===== config.mk =====
export PLATFORM = sky130hd
export DESIGN_NAME = cbb_exec_top
export DESIGN_NICKNAME = d
export VERILOG_FILES = /design/src/rtl/cbb_pkg.sv /design/src/rtl/cbb_exec_if.sv /design/src/rtl/cbb_branch_eval.sv /design/src/rtl/cbb_bit_unit.sv /design/src/rtl/cbb_exec_top.sv
export SDC_FILE = /design/constraint.sdc
export NUM_CORES = 1
export LEC_CHECK = 0
export ABC_AREA = 1
export BUFFER_PORTS_ARGS = -buffer_cell sky130_fd_sc_hd__buf_2
export CAP_MARGIN = 20
export CORE_ASPECT_RATIO = 1.75
export CORE_MARGIN = 1.5
export CORE_UTILIZATION = 55
export DETAILED_ROUTE_END_ITERATION = 8
export PLACE_DENSITY_LB_ADDON = 0.05
export RECOVER_POWER = 50
export SYNTH_ARGS = -nofsm -noshare
export SYNTH_HDL_FRONTEND = slang
export SYNTH_SLANG_ARGS = --single-unit

===== constraint.sdc =====
create_clock -name clk_i -period 2.9 [get_ports clk_i]
set_input_delay 0.435 -clock clk_i [delete_from_list [all_inputs] [get_ports clk_i]]
set_output_delay 0.435 -clock clk_i [all_outputs]
set_load 0.02 [all_outputs]

===== src/rtl/cbb_pkg.sv =====
// Shared constants, opcodes and states of the branch and bit-operation core
package cbb_pkg;

  // Register byte addresses on the Wishbone slave
  localparam int ADR_W = 8;
  localparam logic [7:0] ADDR_CMD = 8'h00;
  localparam logic [7:0] ADDR_FLAGS = 8'h04;
  localparam logic [7:0] ADDR_PC = 8'h08;
  localparam logic [7:0] ADDR_DEST = 8'h0C;
  localparam logic [7:0] ADDR_SRC = 8'h10;
  localparam logic [7:0] ADDR_STAT = 8'h14;

  // Command word fields
  localparam int CMD_OP_LSB = 0;
  localparam int CMD_OP_W = 6;
  localparam int CMD_BIT_LSB = 8;
  localparam int BIT_W = 3;
  localparam int CMD_K_LSB = 16;
  localparam int K_W = 7;

  // Status word fields
  localparam int STAT_BUSY = 0;
  localparam int STAT_TAKEN = 1;
  localparam int STAT_CYC_LSB = 4;
  localparam logic [1:0] CYC_ONE = 2'h1;
  localparam logic [1:0] CYC_TWO = 2'h2;

  // Flag positions inside the flags register
  localparam int FLAG_C = 0;
  localparam int FLAG_Z = 1;
  localparam int FLAG_N = 2;
  localparam int FLAG_V = 3;
  localparam int FLAG_S = 4;
  localparam int FLAG_H = 5;
  localparam int FLAG_T = 6;
  localparam int FLAG_I = 7;

  // Reset values
  localparam logic [15:0] PC_RST = 16'h0000;
  localparam logic [7:0] FLAGS_RST = 8'h00;
  localparam logic [7:0] DATA_RST = 8'h00;
  localparam logic [31:0] WORD_ZERO = 32'h0000_0000;

  typedef enum logic [5:0] {
    OP_NOP = 6'h00,
    OP_BRANCH_CARRY_CLEAR = 6'h01,
    OP_BRANCH_SAME_OR_HIGHER = 6'h02,
    OP_BRANCH_LOWER = 6'h03,
    OP_BRANCH_NEGATIVE = 6'h04,
    OP_BRANCH_NONNEGATIVE = 6'h05,
    OP_BRANCH_SIGNED_GE = 6'h06,
    OP_BRANCH_SIGNED_LT = 6'h07,
    OP_BRANCH_HALF_CARRY_SET = 6'h08,
    OP_BRANCH_HALF_CARRY_CLEAR = 6'h09,
    OP_BRANCH_TBIT_SET = 6'h0A,
    OP_BRANCH_TBIT_CLEAR = 6'h0B,
    OP_BRANCH_OVERFLOW_SET = 6'h0C,
    OP_BRANCH_OVERFLOW_CLEAR = 6'h0D,
    OP_BRANCH_IRQ_ENABLED = 6'h0E,
    OP_BRANCH_IRQ_DISABLED = 6'h0F,
    OP_LOGICAL_RIGHT_SHIFT = 6'h10,
    OP_ROTATE_LEFT_CARRY = 6'h11,
    OP_ROTATE_RIGHT_CARRY = 6'h12,
    OP_ARITH_RIGHT_SHIFT = 6'h13,
    OP_NIBBLE_SWAP = 6'h14,
    OP_TBIT_STORE = 6'h15,
    OP_TBIT_LOAD = 6'h16,
    OP_SET_CARRY_FLAG = 6'h17,
    OP_CLEAR_CARRY_FLAG = 6'h18,
    OP_SET_NEGATIVE_FLAG = 6'h19,
    OP_CLEAR_NEGATIVE_FLAG = 6'h1A,
    OP_SET_ZERO_FLAG = 6'h1B,
    OP_CLEAR_ZERO_FLAG = 6'h1C,
    OP_SET_IRQ_ENABLE = 6'h1D,
    OP_CLEAR_IRQ_ENABLE = 6'h1E,
    OP_SET_SIGN_TEST_FLAG = 6'h1F,
    OP_CLEAR_SIGN_TEST_FLAG = 6'h20,
    OP_SET_OVERFLOW_FLAG = 6'h21
  } cbb_op_t;

  typedef enum logic [2:0] {
    ST_IDLE = 3'h1,
    ST_EXEC = 3'h2,
    ST_JUMP = 3'h4
  } cbb_state_t;

endpackage : cbb_pkg


===== src/rtl/cbb_exec_if.sv =====
// Operand and result bundle between the core and its two evaluation units
`timescale 1ns/100ps
interface cbb_exec_if;
  import cbb_pkg::*;
  cbb_op_t op;
  logic [7:0] flags;
  logic [7:0] rd;
  logic [7:0] src;
  logic [BIT_W-1:0] bsel;
  logic br_valid;
  logic br_taken;
  logic [7:0] res;
  logic [7:0] res_flags;
  logic res_we;

  modport core (output op, flags, rd, src, bsel, input br_valid, br_taken, res, res_flags, res_we);
  modport branch (input op, flags, output br_valid, br_taken);
  modport bitop (input op, flags, rd, src, bsel, output res, res_flags, res_we);
endinterface : cbb_exec_if


===== src/rtl/cbb_branch_eval.sv =====
// Branch condition evaluation from the status flags
`timescale 1ns/100ps
module cbb_branch_eval
  import cbb_pkg::*;
(
  cbb_exec_if.branch ex
);

  always_comb
  begin
    ex.br_valid = 1'b1;
    ex.br_taken = 1'b0;
    unique case (ex.op)
      OP_BRANCH_CARRY_CLEAR, OP_BRANCH_SAME_OR_HIGHER: ex.br_taken = ~ex.flags[FLAG_C];
      OP_BRANCH_LOWER: ex.br_taken = ex.flags[FLAG_C];
      OP_BRANCH_NEGATIVE: ex.br_taken = ex.flags[FLAG_N];
      OP_BRANCH_NONNEGATIVE: ex.br_taken = ~ex.flags[FLAG_N];
      OP_BRANCH_SIGNED_GE: ex.br_taken = ~(ex.flags[FLAG_N] ^ ex.flags[FLAG_V]);
      OP_BRANCH_SIGNED_LT: ex.br_taken = ex.flags[FLAG_N] ^ ex.flags[FLAG_V];
      OP_BRANCH_HALF_CARRY_SET: ex.br_taken = ex.flags[FLAG_H];
      OP_BRANCH_HALF_CARRY_CLEAR: ex.br_taken = ~ex.flags[FLAG_H];
      OP_BRANCH_TBIT_SET: ex.br_taken = ex.flags[FLAG_T];
      OP_BRANCH_TBIT_CLEAR: ex.br_taken = ~ex.flags[FLAG_T];
      OP_BRANCH_OVERFLOW_SET: ex.br_taken = ex.flags[FLAG_V];
      OP_BRANCH_OVERFLOW_CLEAR: ex.br_taken = ~ex.flags[FLAG_V];
      OP_BRANCH_IRQ_ENABLED: ex.br_taken = ex.flags[FLAG_I];
      OP_BRANCH_IRQ_DISABLED: ex.br_taken = ~ex.flags[FLAG_I];
      default: ex.br_valid = 1'b0;
    endcase
  end

endmodule : cbb_branch_eval


===== src/rtl/cbb_bit_unit.sv =====
// Shift, rotate, nibble swap, T-bit transfer and flag set/clear datapath
`timescale 1ns/100ps
module cbb_bit_unit
  import cbb_pkg::*;
(
  cbb_exec_if.bitop ex
);

  logic shift_op;
  logic carry_out;

  always_comb
  begin
    shift_op = 1'b0;
    carry_out = 1'b0;
    ex.res = ex.rd;
    ex.res_flags = ex.flags;
    ex.res_we = 1'b0;
    unique case (ex.op)
      OP_LOGICAL_RIGHT_SHIFT:
      begin
        ex.res = {1'b0, ex.rd[7:1]};
        carry_out = ex.rd[0];
        shift_op = 1'b1;
      end
      OP_ROTATE_LEFT_CARRY:
      begin
        ex.res = {ex.rd[6:0], ex.flags[FLAG_C]};
        carry_out = ex.rd[7];
        shift_op = 1'b1;
      end
      OP_ROTATE_RIGHT_CARRY:
      begin
        ex.res = {ex.flags[FLAG_C], ex.rd[7:1]};
        carry_out = ex.rd[0];
        shift_op = 1'b1;
      end
      OP_ARITH_RIGHT_SHIFT:
      begin
        ex.res = {ex.rd[7], ex.rd[7:1]};
        carry_out = ex.rd[0];
        shift_op = 1'b1;
      end
      OP_NIBBLE_SWAP:
      begin
        ex.res = {ex.rd[3:0], ex.rd[7:4]};
        ex.res_we = 1'b1;
      end
      OP_TBIT_STORE: ex.res_flags[FLAG_T] = ex.src[ex.bsel];
      OP_TBIT_LOAD:
      begin
        ex.res[ex.bsel] = ex.flags[FLAG_T];
        ex.res_we = 1'b1;
      end
      OP_SET_CARRY_FLAG: ex.res_flags[FLAG_C] = 1'b1;
      OP_CLEAR_CARRY_FLAG: ex.res_flags[FLAG_C] = 1'b0;
      OP_SET_NEGATIVE_FLAG: ex.res_flags[FLAG_N] = 1'b1;
      OP_CLEAR_NEGATIVE_FLAG: ex.res_flags[FLAG_N] = 1'b0;
      OP_SET_ZERO_FLAG: ex.res_flags[FLAG_Z] = 1'b1;
      OP_CLEAR_ZERO_FLAG: ex.res_flags[FLAG_Z] = 1'b0;
      OP_SET_IRQ_ENABLE: ex.res_flags[FLAG_I] = 1'b1;
      OP_CLEAR_IRQ_ENABLE: ex.res_flags[FLAG_I] = 1'b0;
      OP_SET_SIGN_TEST_FLAG: ex.res_flags[FLAG_S] = 1'b1;
      OP_CLEAR_SIGN_TEST_FLAG: ex.res_flags[FLAG_S] = 1'b0;
      OP_SET_OVERFLOW_FLAG: ex.res_flags[FLAG_V] = 1'b1;
      default: ex.res_we = 1'b0;
    endcase
    // Shifts and rotates share one flag update
    if (shift_op)
    begin
      ex.res_we = 1'b1;
      ex.res_flags[FLAG_C] = carry_out;
      ex.res_flags[FLAG_Z] = (ex.res == DATA_RST);
      ex.res_flags[FLAG_N] = ex.res[7];
      ex.res_flags[FLAG_V] = ex.res[7] ^ carry_out;
    end
  end

endmodule : cbb_bit_unit


===== src/rtl/cbb_exec_top.sv =====
// Conditional branch and bit-operation execution core with a Wishbone register slave
//
// Function
// - Carry clear or same-or-higher: branch when C=0
// - Minus branches on N=1, plus on N=0
// - Signed greater-or-equal branches when N xor V=0
// - Signed less-than branches when N xor V=1
// - Half-carry pair branches on H set/clear
// - T-bit pair branches on T set/clear
// - Overflow pair branches on V set/clear
// - Interrupt-enable pair branches on I set/clear
// - Logical right shift, zero into bit 7
// - Rotate left through carry, one cycle
// - Rotate right through carry, one cycle
// - Arithmetic right shift keeps the sign bit
// - Nibble swap, flags unchanged
// - Bit store copies selected bit into T
// - Bit load writes T into selected bit
// - Single flag set/clear for C, N, Z, S
// - Set overflow changes only V
`timescale 1ns/100ps
module cbb_exec_top
  import cbb_pkg::*;
#(
  parameter int PC_W = 16
)
(
  input wire logic clk_i,
  input wire logic rst_n_i,
  input wire logic wb_cyc_i,
  input wire logic wb_stb_i,
  input wire logic wb_we_i,
  input wire logic [ADR_W-1:0] wb_adr_i,
  input wire logic [3:0] wb_sel_i,
  input wire logic [31:0] wb_dat_i,
  output logic [31:0] wb_dat_o,
  output logic wb_ack_o,
  output logic busy_o,
  output logic [PC_W-1:0] pc_o,
  output logic [7:0] flags_o
);

  typedef struct packed {
    cbb_state_t st;
    logic busy;
    logic ack;
    logic [31:0] dat;
    logic [PC_W-1:0] pc;
    logic [7:0] flags;
    logic [7:0] rd;
    logic [7:0] src;
    cbb_op_t op;
    logic [K_W-1:0] koff;
    logic [BIT_W-1:0] bsel;
    logic taken;
    logic [1:0] cycles;
  } cbb_core_t;

  localparam cbb_core_t CORE_RST = '{
    st: ST_IDLE,
    busy: 1'b0,
    ack: 1'b0,
    dat: WORD_ZERO,
    pc: PC_W'(PC_RST),
    flags: FLAGS_RST,
    rd: DATA_RST,
    src: DATA_RST,
    op: OP_NOP,
    koff: K_W'(DATA_RST),
    bsel: BIT_W'(DATA_RST),
    taken: 1'b0,
    cycles: CYC_ONE
  };

  cbb_core_t s;
  cbb_core_t next_s;
  logic req;
  logic [31:0] wmerge;
  logic [31:0] rdata;

  cbb_exec_if ex ();

  //////////////////////////////////////////////////////////////////////////////
  // Evaluation units

  assign ex.op = s.op;
  assign ex.flags = s.flags;
  assign ex.rd = s.rd;
  assign ex.src = s.src;
  assign ex.bsel = s.bsel;

  cbb_branch_eval u_branch (
    .ex(ex)
  );

  cbb_bit_unit u_bits (
    .ex(ex)
  );

  //////////////////////////////////////////////////////////////////////////////
  // Helpers

  function automatic logic [31:0] merge_bytes(input logic [31:0] old, input logic [31:0] wr,
                                              input logic [3:0] sel);
    logic [31:0] out;
    out = old;
    for (int i = 0; i < 4; i++)
    begin
      if (sel[i])
      begin
        out[i*8 +: 8] = wr[i*8 +: 8];
      end
    end
    return out;
  endfunction : merge_bytes

  function automatic logic [PC_W-1:0] sext_k(input logic [K_W-1:0] k);
    return {{(PC_W-K_W){k[K_W-1]}}, k};
  endfunction : sext_k

  //////////////////////////////////////////////////////////////////////////////
  // Register read view

  always_comb
  begin
    rdata = WORD_ZERO;
    unique case (wb_adr_i)
      ADDR_CMD:
      begin
        rdata[CMD_OP_LSB +: CMD_OP_W] = s.op;
        rdata[CMD_BIT_LSB +: BIT_W] = s.bsel;
        rdata[CMD_K_LSB +: K_W] = s.koff;
      end
      ADDR_FLAGS: rdata[7:0] = s.flags;
      ADDR_PC: rdata[PC_W-1:0] = s.pc;
      ADDR_DEST: rdata[7:0] = s.rd;
      ADDR_SRC: rdata[7:0] = s.src;
      ADDR_STAT:
      begin
        rdata[STAT_BUSY] = s.busy;
        rdata[STAT_TAKEN] = s.taken;
        rdata[STAT_CYC_LSB +: 2] = s.cycles;
      end
      default: rdata = WORD_ZERO;
    endcase
  end

  //////////////////////////////////////////////////////////////////////////////
  // Next state

  always_comb
  begin
    next_s = s;
    next_s.ack = 1'b0;
    // Requests wait while an instruction is in flight
    req = wb_cyc_i & wb_stb_i & ~s.ack & (s.st == ST_IDLE);
    wmerge = WORD_ZERO;
    unique case (s.st)
      ST_IDLE:
      begin
        if (req)
        begin
          next_s.ack = 1'b1;
          next_s.dat = rdata;
          if (wb_we_i)
          begin
            unique case (wb_adr_i)
              ADDR_CMD:
              begin
                wmerge = merge_bytes(rdata, wb_dat_i, wb_sel_i);
                next_s.op = cbb_op_t'(wmerge[CMD_OP_LSB +: CMD_OP_W]);
                next_s.bsel = wmerge[CMD_BIT_LSB +: BIT_W];
                next_s.koff = wmerge[CMD_K_LSB +: K_W];
                if (wb_sel_i[0])
                begin
                  next_s.st = ST_EXEC;
                end
              end
              ADDR_FLAGS:
              begin
                wmerge = merge_bytes(rdata, wb_dat_i, wb_sel_i);
                next_s.flags = wmerge[7:0];
              end
              ADDR_PC:
              begin
                wmerge = merge_bytes(rdata, wb_dat_i, wb_sel_i);
                next_s.pc = wmerge[PC_W-1:0];
              end
              ADDR_DEST:
              begin
                wmerge = merge_bytes(rdata, wb_dat_i, wb_sel_i);
                next_s.rd = wmerge[7:0];
              end
              ADDR_SRC:
              begin
                wmerge = merge_bytes(rdata, wb_dat_i, wb_sel_i);
                next_s.src = wmerge[7:0];
              end
              default: wmerge = WORD_ZERO;
            endcase
          end
        end
      end
      ST_EXEC:
      begin
        if (ex.br_valid && ex.br_taken)
        begin
          next_s.st = ST_JUMP;
          next_s.taken = 1'b1;
          next_s.cycles = CYC_TWO;
        end
        else
        begin
          next_s.st = ST_IDLE;
          next_s.pc = s.pc + PC_W'(1);
          next_s.flags = ex.res_flags;
          next_s.taken = 1'b0;
          next_s.cycles = CYC_ONE;
          if (ex.res_we)
          begin
            next_s.rd = ex.res;
          end
        end
      end
      ST_JUMP:
      begin
        // Second cycle of a taken branch, flags untouched
        next_s.pc = s.pc + sext_k(s.koff) + PC_W'(1);
        next_s.st = ST_IDLE;
      end
      default: next_s = CORE_RST;
    endcase
    next_s.busy = (next_s.st != ST_IDLE);
  end

  always_ff @(posedge clk_i or negedge rst_n_i)
  begin
    if (!rst_n_i)
    begin
      s <= CORE_RST;
    end
    else
    begin
      s <= next_s;
    end
  end

  assign wb_dat_o = s.dat;
  assign wb_ack_o = s.ack;
  assign busy_o = s.busy;
  assign pc_o = s.pc;
  assign flags_o = s.flags;

  logic in_exec;
  assign in_exec = (s.st == ST_EXEC);
endmodule : cbb_exec_top


==> results of run 1 <==
==> path summary, 6_finish.rpt <==
kind	slack [ps]	cells past startpoint	startpoint	end
max	290	11	ex.op[0]$_DFFE_PN0P_	pc_o[3]$_DFFE_PN0P_
max reg2reg	290	11	ex.op[0]$_DFFE_PN0P_	pc_o[3]$_DFFE_PN0P_
min in group asynchronous	830	1	rst_n_i	ex.rd[4]$_DFFE_PN0P_
min reg2reg	490	2	ex.src[4]$_DFFE_PN0P_	ex.src[4]$_DFFE_PN0P_
max in group asynchronous	690	1	rst_n_i	ex.op[4]$_DFFE_PN0P_
min	370	3	wb_we_i	s[94]$_DFF_PN0_
==> where the power goes <==
group | total, µW | switching (µW) | internal, µW
clock | 1220 | 535 | 681
combinational | 227 | 161 | 65.5
sequential | 1220 | 15.2 | 1210
==> registers in the layout, summed over array words and instances (netlist names) <==
| name | count |
|---|---|
| wb_dat_o | 23 |
| wb_ack_o | 1 |
| ex.src | 8 |
| ex.rd | 8 |
| ex.bsel | 3 |
| flags_o | 8 |
| pc_o | 16 |
| busy_o | 1 |
| ex.op | 6 |
| s | 12 |
==> critical path, cell delays in order, from the launching register on <==
cell     delay, ps
dfrtp_1        450
nor2_1         400
nor3_1         120
nor2_1         110
nand2_1         70
nor2_1         100
nand2_1         50
nand3_1        130
inv_1          110
nor2_1         710
nand3_1        180
nand2_1        110
==> area by class of cell <==
| cell class | count | share of cell area, % |
|---|---|---|
| Inverter | 127 | 6.28 |
| Tap cell | 168 | 2.77 |
| Multi-Input combinational cell | 808 | 50.9 |
| Sequential cell | 86 | 28.4 |
| Timing Repair Buffer | 108 | 7.57 |
| Clock buffer | 9 | 2.97 |
| Clock inverter | 7 | 1.06 |
==> cells by family after synthesis <==
logic type,count (synthesis),share of synthesized area [%]
buffers and inverters,214,14.7
AOI/OAI and AO/OA,191,15.1
other,1,0.0535
DFF,86,30.7
xor gates and xnor gates,4,0.500
adders and majority gates,17,3.14
and+or+nand+nor,587,35.8
==> metrics by stage <==
step / cells / total power, µW / instance area [µm²] / setup WS (ps) / util (%)
floorplan: 1108 / 1380 / 7040 / 859 / -
global placement: 1296 / 1470 / 7310 / 420 / 58.8
detailed placement: 1296 / 1470 / 7310 / 404 / 58.8
CTS: 1312 / 2660 / 7610 / 379 / 61.2
global route: 1313 / 2740 / 7590 / 102 / 61.0
finish: 1313 / 2670 / 7590 / 290 / 61.0
==> synthesized netlist by cell type (all sizes together) (2+ instances only) <==
cell type,instances,area share (%)
a21boi,2,0.21
o21a,2,0.21
nand3,104,7.6
or2,5,0.45
xor2,2,0.25
nand2,311,17
and3,2,0.18
o22ai,15,1.3
nand4,24,2.1
o32ai,2,0.25
a21oi,40,2.9
dfrtp,84,30
dfstp,2,0.75
a21o,3,0.32
o31ai,7,0.75
o21ai,104,7.4
o21bai,4,0.43
nor2,111,6.1
a31oi,3,0.27
ha,16,2.9
inv,126,6.7
buf,73,7.1
clkbuf,14,0.75
nor3,20,1.6
o211ai,6,0.64
nand3b,9,0.96
xnor2,2,0.25
==> placed cells by master, fill, tap and decap left out, types with 3 or more instances in the layout <==
cell type,instances
nand2_1,311
inv_1,124
nor2_1,108
nand3_1,102
o21ai_0,99
dfrtp_1,84
buf_2,62
a21oi_1,39
clkbuf_1,25
nand4_1,24
buf_4,20
nor3_1,17
ha_1,16
o22ai_1,15
nand3b_1,9
conb_1,9
clkbuf_16,9
o31ai_1,7
o211ai_1,6
or2_2,5
o21ai_1,4
o21bai_1,4
nor3_2,3
nor2_2,3
a31oi_1,3
a21o_1,3
==> metal layers <==
metal,vias up,global-route usage (%)
met4,0,23.0
met1,3458,38.4
met2,283,63.5
met5,-,0
met3,93,3.74
li1,3637,-
==> impl_metrics.tcl, run 1 <==
set metrics [dict create \
    drtIter0Drc 541 \
    hold-worst-slack_ps 373 \
    viasPerCell 5.69 \
    first_global_vias 6970 \
    gp_congestion 0.957 \
    syn_area_per_cell_um2 6.37 \
    dieArea_um2 13500 \
    status "finished with violations" \
    post-route-period-util_pct 90.0 \
    postCtsSetupRepairBufs 0 \
    violations "max-capacitance violations, max-slew violations" \
    netlist_area_um2 7010 \
    slew_headroom_pct -61.6 \
    wl_met3_mm 1.15 \
    synth_edf_count 0 \
    grt_usage_pct 35.6 \
    post-dp-hpwl_mm 18.3 \
    die_x_um 88.3 \
    cts_resized 0 \
    cts.sinks 86 \
    slew_violations 41 \
    cts_max_level 3 \
    cts_tree "yes" \
    coreArea_um2 12400 \
    fin_skew_ps 6.40 \
    required_ps 3180 \
    ys_seq_area_share_pct 30.7 \
    ys_async_sr_fraction_pct 100 \
    clkTransAtPathRegs_ps 70 \
    met1_length_mm 8.28 \
    cts_root_buf "clkbuf_16" \
    hold_path_class "in2reg" \
    power_density_nw_per_um2 351 \
    io_pins 107 \
    fillers 1325 \
    grt_start_max_net_pins 47 \
    grt_setup_unrepaired "no" \
    synth_seq_cells 86 \
    yosys_warnings 0 \
    setup_viol_count_final 0 \
    register_area_um2 2150 \
    clk_path_buf_depth 2 \
    ant_nets 0 \
    start_kind "flip-flop" \
    antenna_found_initial 0 \
    p_leak_uw 0.00379 \
    syn_to_final_growth_pct 8.21 \
    path_class "reg2reg" \
    wl_per_cell_um 18.0 \
    grt_pass1_wl_mm 36.2 \
    setup_tns_ps 0 \
    drt_drc_violations_left 0 \
    met2_length_mm 12.4 \
    num_vias 7471 \
    worst-slew-pin-transition_ps 2420 \
    port_buffers 87 \
    nets 1206 \
    grt_remaining_overflow 0 \
    drt_pass1_iterations 6 \
    start_util_pct 56.4 \
    cp.arrival_ps 2890 \
    period_minus_slack_ps 2610 \
    holdBufCountCts 0 \
    drive_gt1_share_pct 10.5 \
    synth_ff_type "dfrtp_1" \
    peakVddDrop_mv 0.314 \
    die_y_um 152 \
    drt-total-wl_mm 23.6 \
    clk_latency_ps 340 \
    rows 54 \
    synthCells 1100 \
    n_antenna_cell 0 \
    end_kind "flip-flop" \
    fmax_ghz 0.383 \
    maxCapViolations 1 \
    multi_input_area_um2 3860 \
    synth.distinct_cells 41 \
    numCtsBuffers 9 \
    hold_violations 0 \
    crit_path_max_fanout 11 \
    top_layer_used "met4" \
]
(Power assumes the default switching activity.)
==> inputs of run 2 (changes only) <==
--- a/config.mk
+++ b/config.mk
@@ -10,10 +10,11 @@
 export CAP_MARGIN = 20
 export CORE_ASPECT_RATIO = 1.75
 export CORE_MARGIN = 1.5
-export CORE_UTILIZATION = 55
+export CORE_UTILIZATION = 44
 export DETAILED_ROUTE_END_ITERATION = 8
 export PLACE_DENSITY_LB_ADDON = 0.05
 export RECOVER_POWER = 50
 export SYNTH_ARGS = -nofsm -noshare
 export SYNTH_HDL_FRONTEND = slang
 export SYNTH_SLANG_ARGS = --single-unit
+export TNS_END_PERCENT = 1
==> impl_metrics.tcl, run 2 (synthesis results as in run 1) <==
set metrics [dict create \
    hold_path_class "in2reg" \
    pwr-share-clk_pct 44.9 \
    cts_tree "yes" \
    slew_violations 36 \
    final_cell_mix "311 x nand2_1, 124 x inv_1, 108 x nor2_1" \
    crit_path_max_fanout 11 \
    violations "max-capacitance violations, max-slew violations" \
    setup_tns_ps 0 \
    drt-total-wl_mm 25.4 \
    port_buffers 87 \
    drive_gt1_share_pct 11.0 \
    seqPwrFrac_pct 46.3 \
    period_minus_slack_ps 2670 \
    dp.cells 1322 \
    n_antenna_cell 0 \
    post-route-period-util_pct 92.2 \
    grt_start_max_net_pins 37 \
    swShare_pct 28.8 \
    final_core_util_pct 49.5 \
    path_class "reg2reg" \
    hold_violations 0 \
    cts_resized 0 \
    register_area_um2 2150 \
    grt_setup_unrepaired "no" \
    fillers 1726 \
    worstPathBufferInverterCount 1 \
    slew_headroom_pct -51.9 \
    power_density_nw_per_um2 345 \
    io_pins 107 \
    postCtsSetupRepairBufs 0 \
    die_x_um 98.4 \
    cts_max_level 3 \
    fmax_ghz 0.374 \
    end_kind "flip-flop" \
    fin_skew_ps 13.3 \
    clk_latency_ps 350 \
    required_ps 3190 \
    grt_remaining_overflow 0 \
    largest_register_ffs 23 \
    dieArea_um2 16700 \
    die_y_um 170 \
    cts.sinks 86 \
    start_util_pct 45.3 \
    p_switching_uw 760 \
    cts_root_buf "clkbuf_16" \
    drt_pass1_iterations 5 \
    grt_usage_pct 30.4 \
    grt_pass1_wl_mm 38.6 \
    path_cells "nor2_1 > nor3_1 > nor2_1 > nand2_1 > nor2_1 > nand2_1 > nand3_1 > inv_1 > nor2_1 > nand3_1 > nand2_1" \
    stdcell_count 1338 \
    setup_viol_count_final 0 \
    peakVddDrop_mv 0.241 \
    holdBufCountCts 0 \
    syn_to_final_growth_pct 9.23 \
    p_leak_uw 0.00382 \
    num_vias 7309 \
    multi_input_area_um2 3860 \
    wl_per_cell_um 19.0 \
    nets 1213 \
    rows 60 \
    numCtsBuffers 9 \
    ant_nets 0 \
    drt_drc_violations_left 0 \
    worst-slew-pin-transition_ps 2280 \
    coreArea_um2 15500 \
    clkTransAtPathRegs_ps 80 \
    maxCapViolations 1 \
    start_kind "flip-flop" \
    combPwrFrac_pct 8.9 \
    cp_slowest_cell "nor2_1" \
    critical_path.top_delay_family "simple AND/OR/NAND/NOR gates" \
    clk_path_buf_depth 2 \
    viasPerCell 5.46 \
    max_stage_delay_ps 720 \
    cp.arrival_ps 2960 \
    critPathMostFrequentCell "nor2_1" \
    p_int_uw 1880 \
    status "finished with violations" \
    post-dp-hpwl_mm 20.1 \
    final_common_cell "nand2_1" \
    first_global_vias 7015 \
    antenna_found_initial 0 \
    drtIter0Drc 424 \
    gp_congestion 0.986 \
]
## run 2: area by class of cell
type	instances	share of cell area, %
clock inverter	7	0.866
clock buffer	9	2.94
sequential	86	28.1
tap	186	3.04
inverter	127	6.23
multi-input combinational	808	50.5
timing repair buffer	115	8.32
## run 2: worst register-to-register path, delay by kind of cell, from the launching register on
family	cells	cell delay [ps]
DFF	1	460
and+or+nand+nor	10	2040
buffers and inverters	1	120
## run 2: path summary, 6_finish.rpt
kind,start,endpoint,slack (ps),cells after the start
setup / recovery,ex.op[0]$_DFFE_PN0P_,pc_o[2]$_DFFE_PN0P_,230,11
hold / removal,wb_we_i,s[94]$_DFF_PN0_,390,3
setup reg to reg,ex.op[0]$_DFFE_PN0P_,pc_o[2]$_DFFE_PN0P_,230,11
hold reg to reg,ex.src[5]$_DFFE_PN0P_,ex.src[5]$_DFFE_PN0P_,490,2
max in group asynchronous,rst_n_i,s[0]$_DFFE_PN1N_,670,2
min in group asynchronous,rst_n_i,ex.rd[6]$_DFFE_PN0P_,750,1
## run 2: power by group through the flow
stage	registers [µW]	logic, µW	clock network [µW]
final	1220	234	1180
after global routing	1220	259	1260
after CTS	1220	236	1210
after detailed placement	1250	235	0
after global placement	1250	235	0
after floorplan	1240	139	0
## run 2: stage by stage
step | hold WS, ps | power (µW) | instance area (µm²) | setup WS [ps]
after floorplan | 139 | 1380 | 7040 | 859
after global placement | 444 | 1480 | 7400 | 291
after detailed placement | 448 | 1480 | 7400 | 305
after CTS | 68.6 | 2660 | 7690 | 275
after global routing | 384 | 2740 | 7660 | 55.6
final | 387 | 2640 | 7660 | 226
## run 2: layer usage
metal,GRT usage [%],wire [µm],up-vias
met5,0,0,-
met4,19.7,1760,0
met3,3.04,794,83
met1,31.5,9220,3364
met2,57.0,13600,211
li1,-,-,3651
==> inputs of run 3 (changes only) <==
--- a/config.mk
+++ b/config.mk
@@ -8,9 +8,11 @@
 export ABC_AREA = 1
 export BUFFER_PORTS_ARGS = -buffer_cell sky130_fd_sc_hd__buf_2
 export CAP_MARGIN = 20
+export CELL_PAD_IN_SITES_DETAIL_PLACEMENT = 1
+export CELL_PAD_IN_SITES_GLOBAL_PLACEMENT = 2
 export CORE_ASPECT_RATIO = 1.75
 export CORE_MARGIN = 1.5
-export CORE_UTILIZATION = 44
+export CORE_UTILIZATION = 31
 export DETAILED_ROUTE_END_ITERATION = 8
 export PLACE_DENSITY_LB_ADDON = 0.05
 export RECOVER_POWER = 50
==> impl_metrics.tcl, run 3 (synthesis results as in run 1) <==
set metrics [dict create \
    grt_usage_pct 26.4 \
    cts_tree "yes" \
    cts_resized 0 \
    clk_latency_ps 370 \
    peakVddDrop_mv 0.224 \
    fmax_ghz 0.404 \
    setup_tns_ps 0 \
    cp_slowest_cell "dfrtp_1" \
    grt_setup_unrepaired "no" \
    worst-slew-pin-transition_ps 2170 \
    start_kind "flip-flop" \
    violations "max-capacitance violations, max-slew violations" \
    nets 1225 \
    fin_skew_ps 11.4 \
    post-dp-hpwl_mm 24.2 \
    stdcell_count 1460 \
    final_cell_mix "311 x nand2_1, 124 x inv_1, 108 x nor2_1" \
    holdBufCountCts 0 \
    dp.cells 1444 \
    syn_to_final_growth_pct 12.4 \
    grt_pass1_wl_mm 45.2 \
    coreArea_um2 22200 \
    path_class "reg2reg" \
    period_minus_slack_ps 2480 \
    slew_violations 38 \
    hold_path_class "in2reg" \
    io_pins 107 \
    drt_pass1_iterations 4 \
    cts.sinks 86 \
    crit_path_max_fanout 6 \
    clk_path_buf_depth 2 \
    first_global_vias 7777 \
    largest_register_ffs 23 \
    p_leak_uw 0.00388 \
    drive_gt1_share_pct 11.9 \
    post-route-period-util_pct 85.4 \
    final_common_cell "nand2_1" \
    end_kind "flip-flop" \
    numCtsBuffers 9 \
    dieArea_um2 23600 \
    die_x_um 117 \
    slew_headroom_pct -44.7 \
    ant_nets 0 \
    status "finished with violations" \
    hold_violations 0 \
    grt_start_max_net_pins 50 \
    max_stage_delay_ps 470 \
    setup_viol_count_final 0 \
    cts_root_buf "clkbuf_16" \
    grt_remaining_overflow 0 \
    start_util_pct 31.6 \
    postCtsSetupRepairBufs 0 \
    num_vias 7404 \
    critPathMostFrequentCell "nand3_1" \
    cp.arrival_ps 2740 \
    clkTransAtPathRegs_ps 80 \
    viasPerCell 5.07 \
    rows 72 \
    die_y_um 202 \
    antenna_found_initial 1 \
    wl_per_cell_um 20.3 \
    power_density_nw_per_um2 340 \
    drt-total-wl_mm 29.7 \
    cts_max_level 3 \
    port_buffers 87 \
    n_antenna_cell 0 \
    gp_congestion 0.924 \
    maxCapViolations 1 \
    drtIter0Drc 327 \
    drt_drc_violations_left 0 \
    required_ps 3160 \
    final_core_util_pct 35.5 \
    path_cells "inv_1 > ha_1 > inv_1 > fa_1 > nand3_1 > nand3_1 > nand3_1 > nand3_1 > o21ai_0 > nand3_1 > nand3_1 > nand2_1" \
]
## run 3: cell count changes in the layout (fill, tap and decap cells not counted)
cell / change
buf_12: -1
inv_6: +2
clkbuf_2: -1
buf_4: +14
clkinvlp_4: -2
## run 3: worst max-delay path, delay by kind of cell, from the launching register on
kind            cells  cell delay (ps)
simple gates        7              780
buf+inv             2              200
flops               1              470
compound gates      1              310
fa+ha+maj           2              580
## run 3: layout make-up
| class | instances | area (µm²) |
|---|---|---|
| Fill cell | 3006 | 14300 |
| Multi-Input combinational cell | 808 | 3860 |
| Sequential cell | 86 | 2150 |
| Timing Repair Buffer | 127 | 717 |
| Inverter | 127 | 477 |
| Tap cell | 296 | 370 |
| Clock buffer | 9 | 225 |
| Clock inverter | 7 | 68.8 |
## run 3: power breakdown
part | internal [µW] | total (µW) | switching, µW
sequential | 1210 | 1220 | 14.5
clock | 611 | 1220 | 607
combinational | 68.3 | 240 | 172
total | 1890 | 2680 | 794
## run 3: final timing paths
check	startpoint	to	slack, ps	cells after the start
hold / removal	wb_we_i	s[94]$_DFF_PN0_	350	3
max in group asynchronous	rst_n_i	ex.op[0]$_DFFE_PN0P_	960	1
min in group asynchronous	rst_n_i	pc_o[15]$_DFFE_PN0P_	690	1
setup / recovery	pc_o[0]$_DFFE_PN0P_	pc_o[12]$_DFFE_PN0P_	420	12
setup reg to reg	pc_o[0]$_DFFE_PN0P_	pc_o[12]$_DFFE_PN0P_	420	12
hold reg to reg	ex.src[3]$_DFFE_PN0P_	ex.src[3]$_DFFE_PN0P_	490	2
## run 3: layer usage
metal,GRT usage [%],share of wire (%)
met1,27.1,36
met2,50.7,56
met3,3.12,2.2
met4,13.4,5.3
met5,0,0
## run 3: metrics by stage
stage	worst slack, ps	cell area, µm²	hold slack [ps]	total power, µW
floorplan	859	7040	139	1380
finish	424	7880	348	2680
global route	111	7880	366	2790
global placement	285	7620	453	1490
detailed placement	286	7620	445	1490
CTS	328	7910	42.5	2730
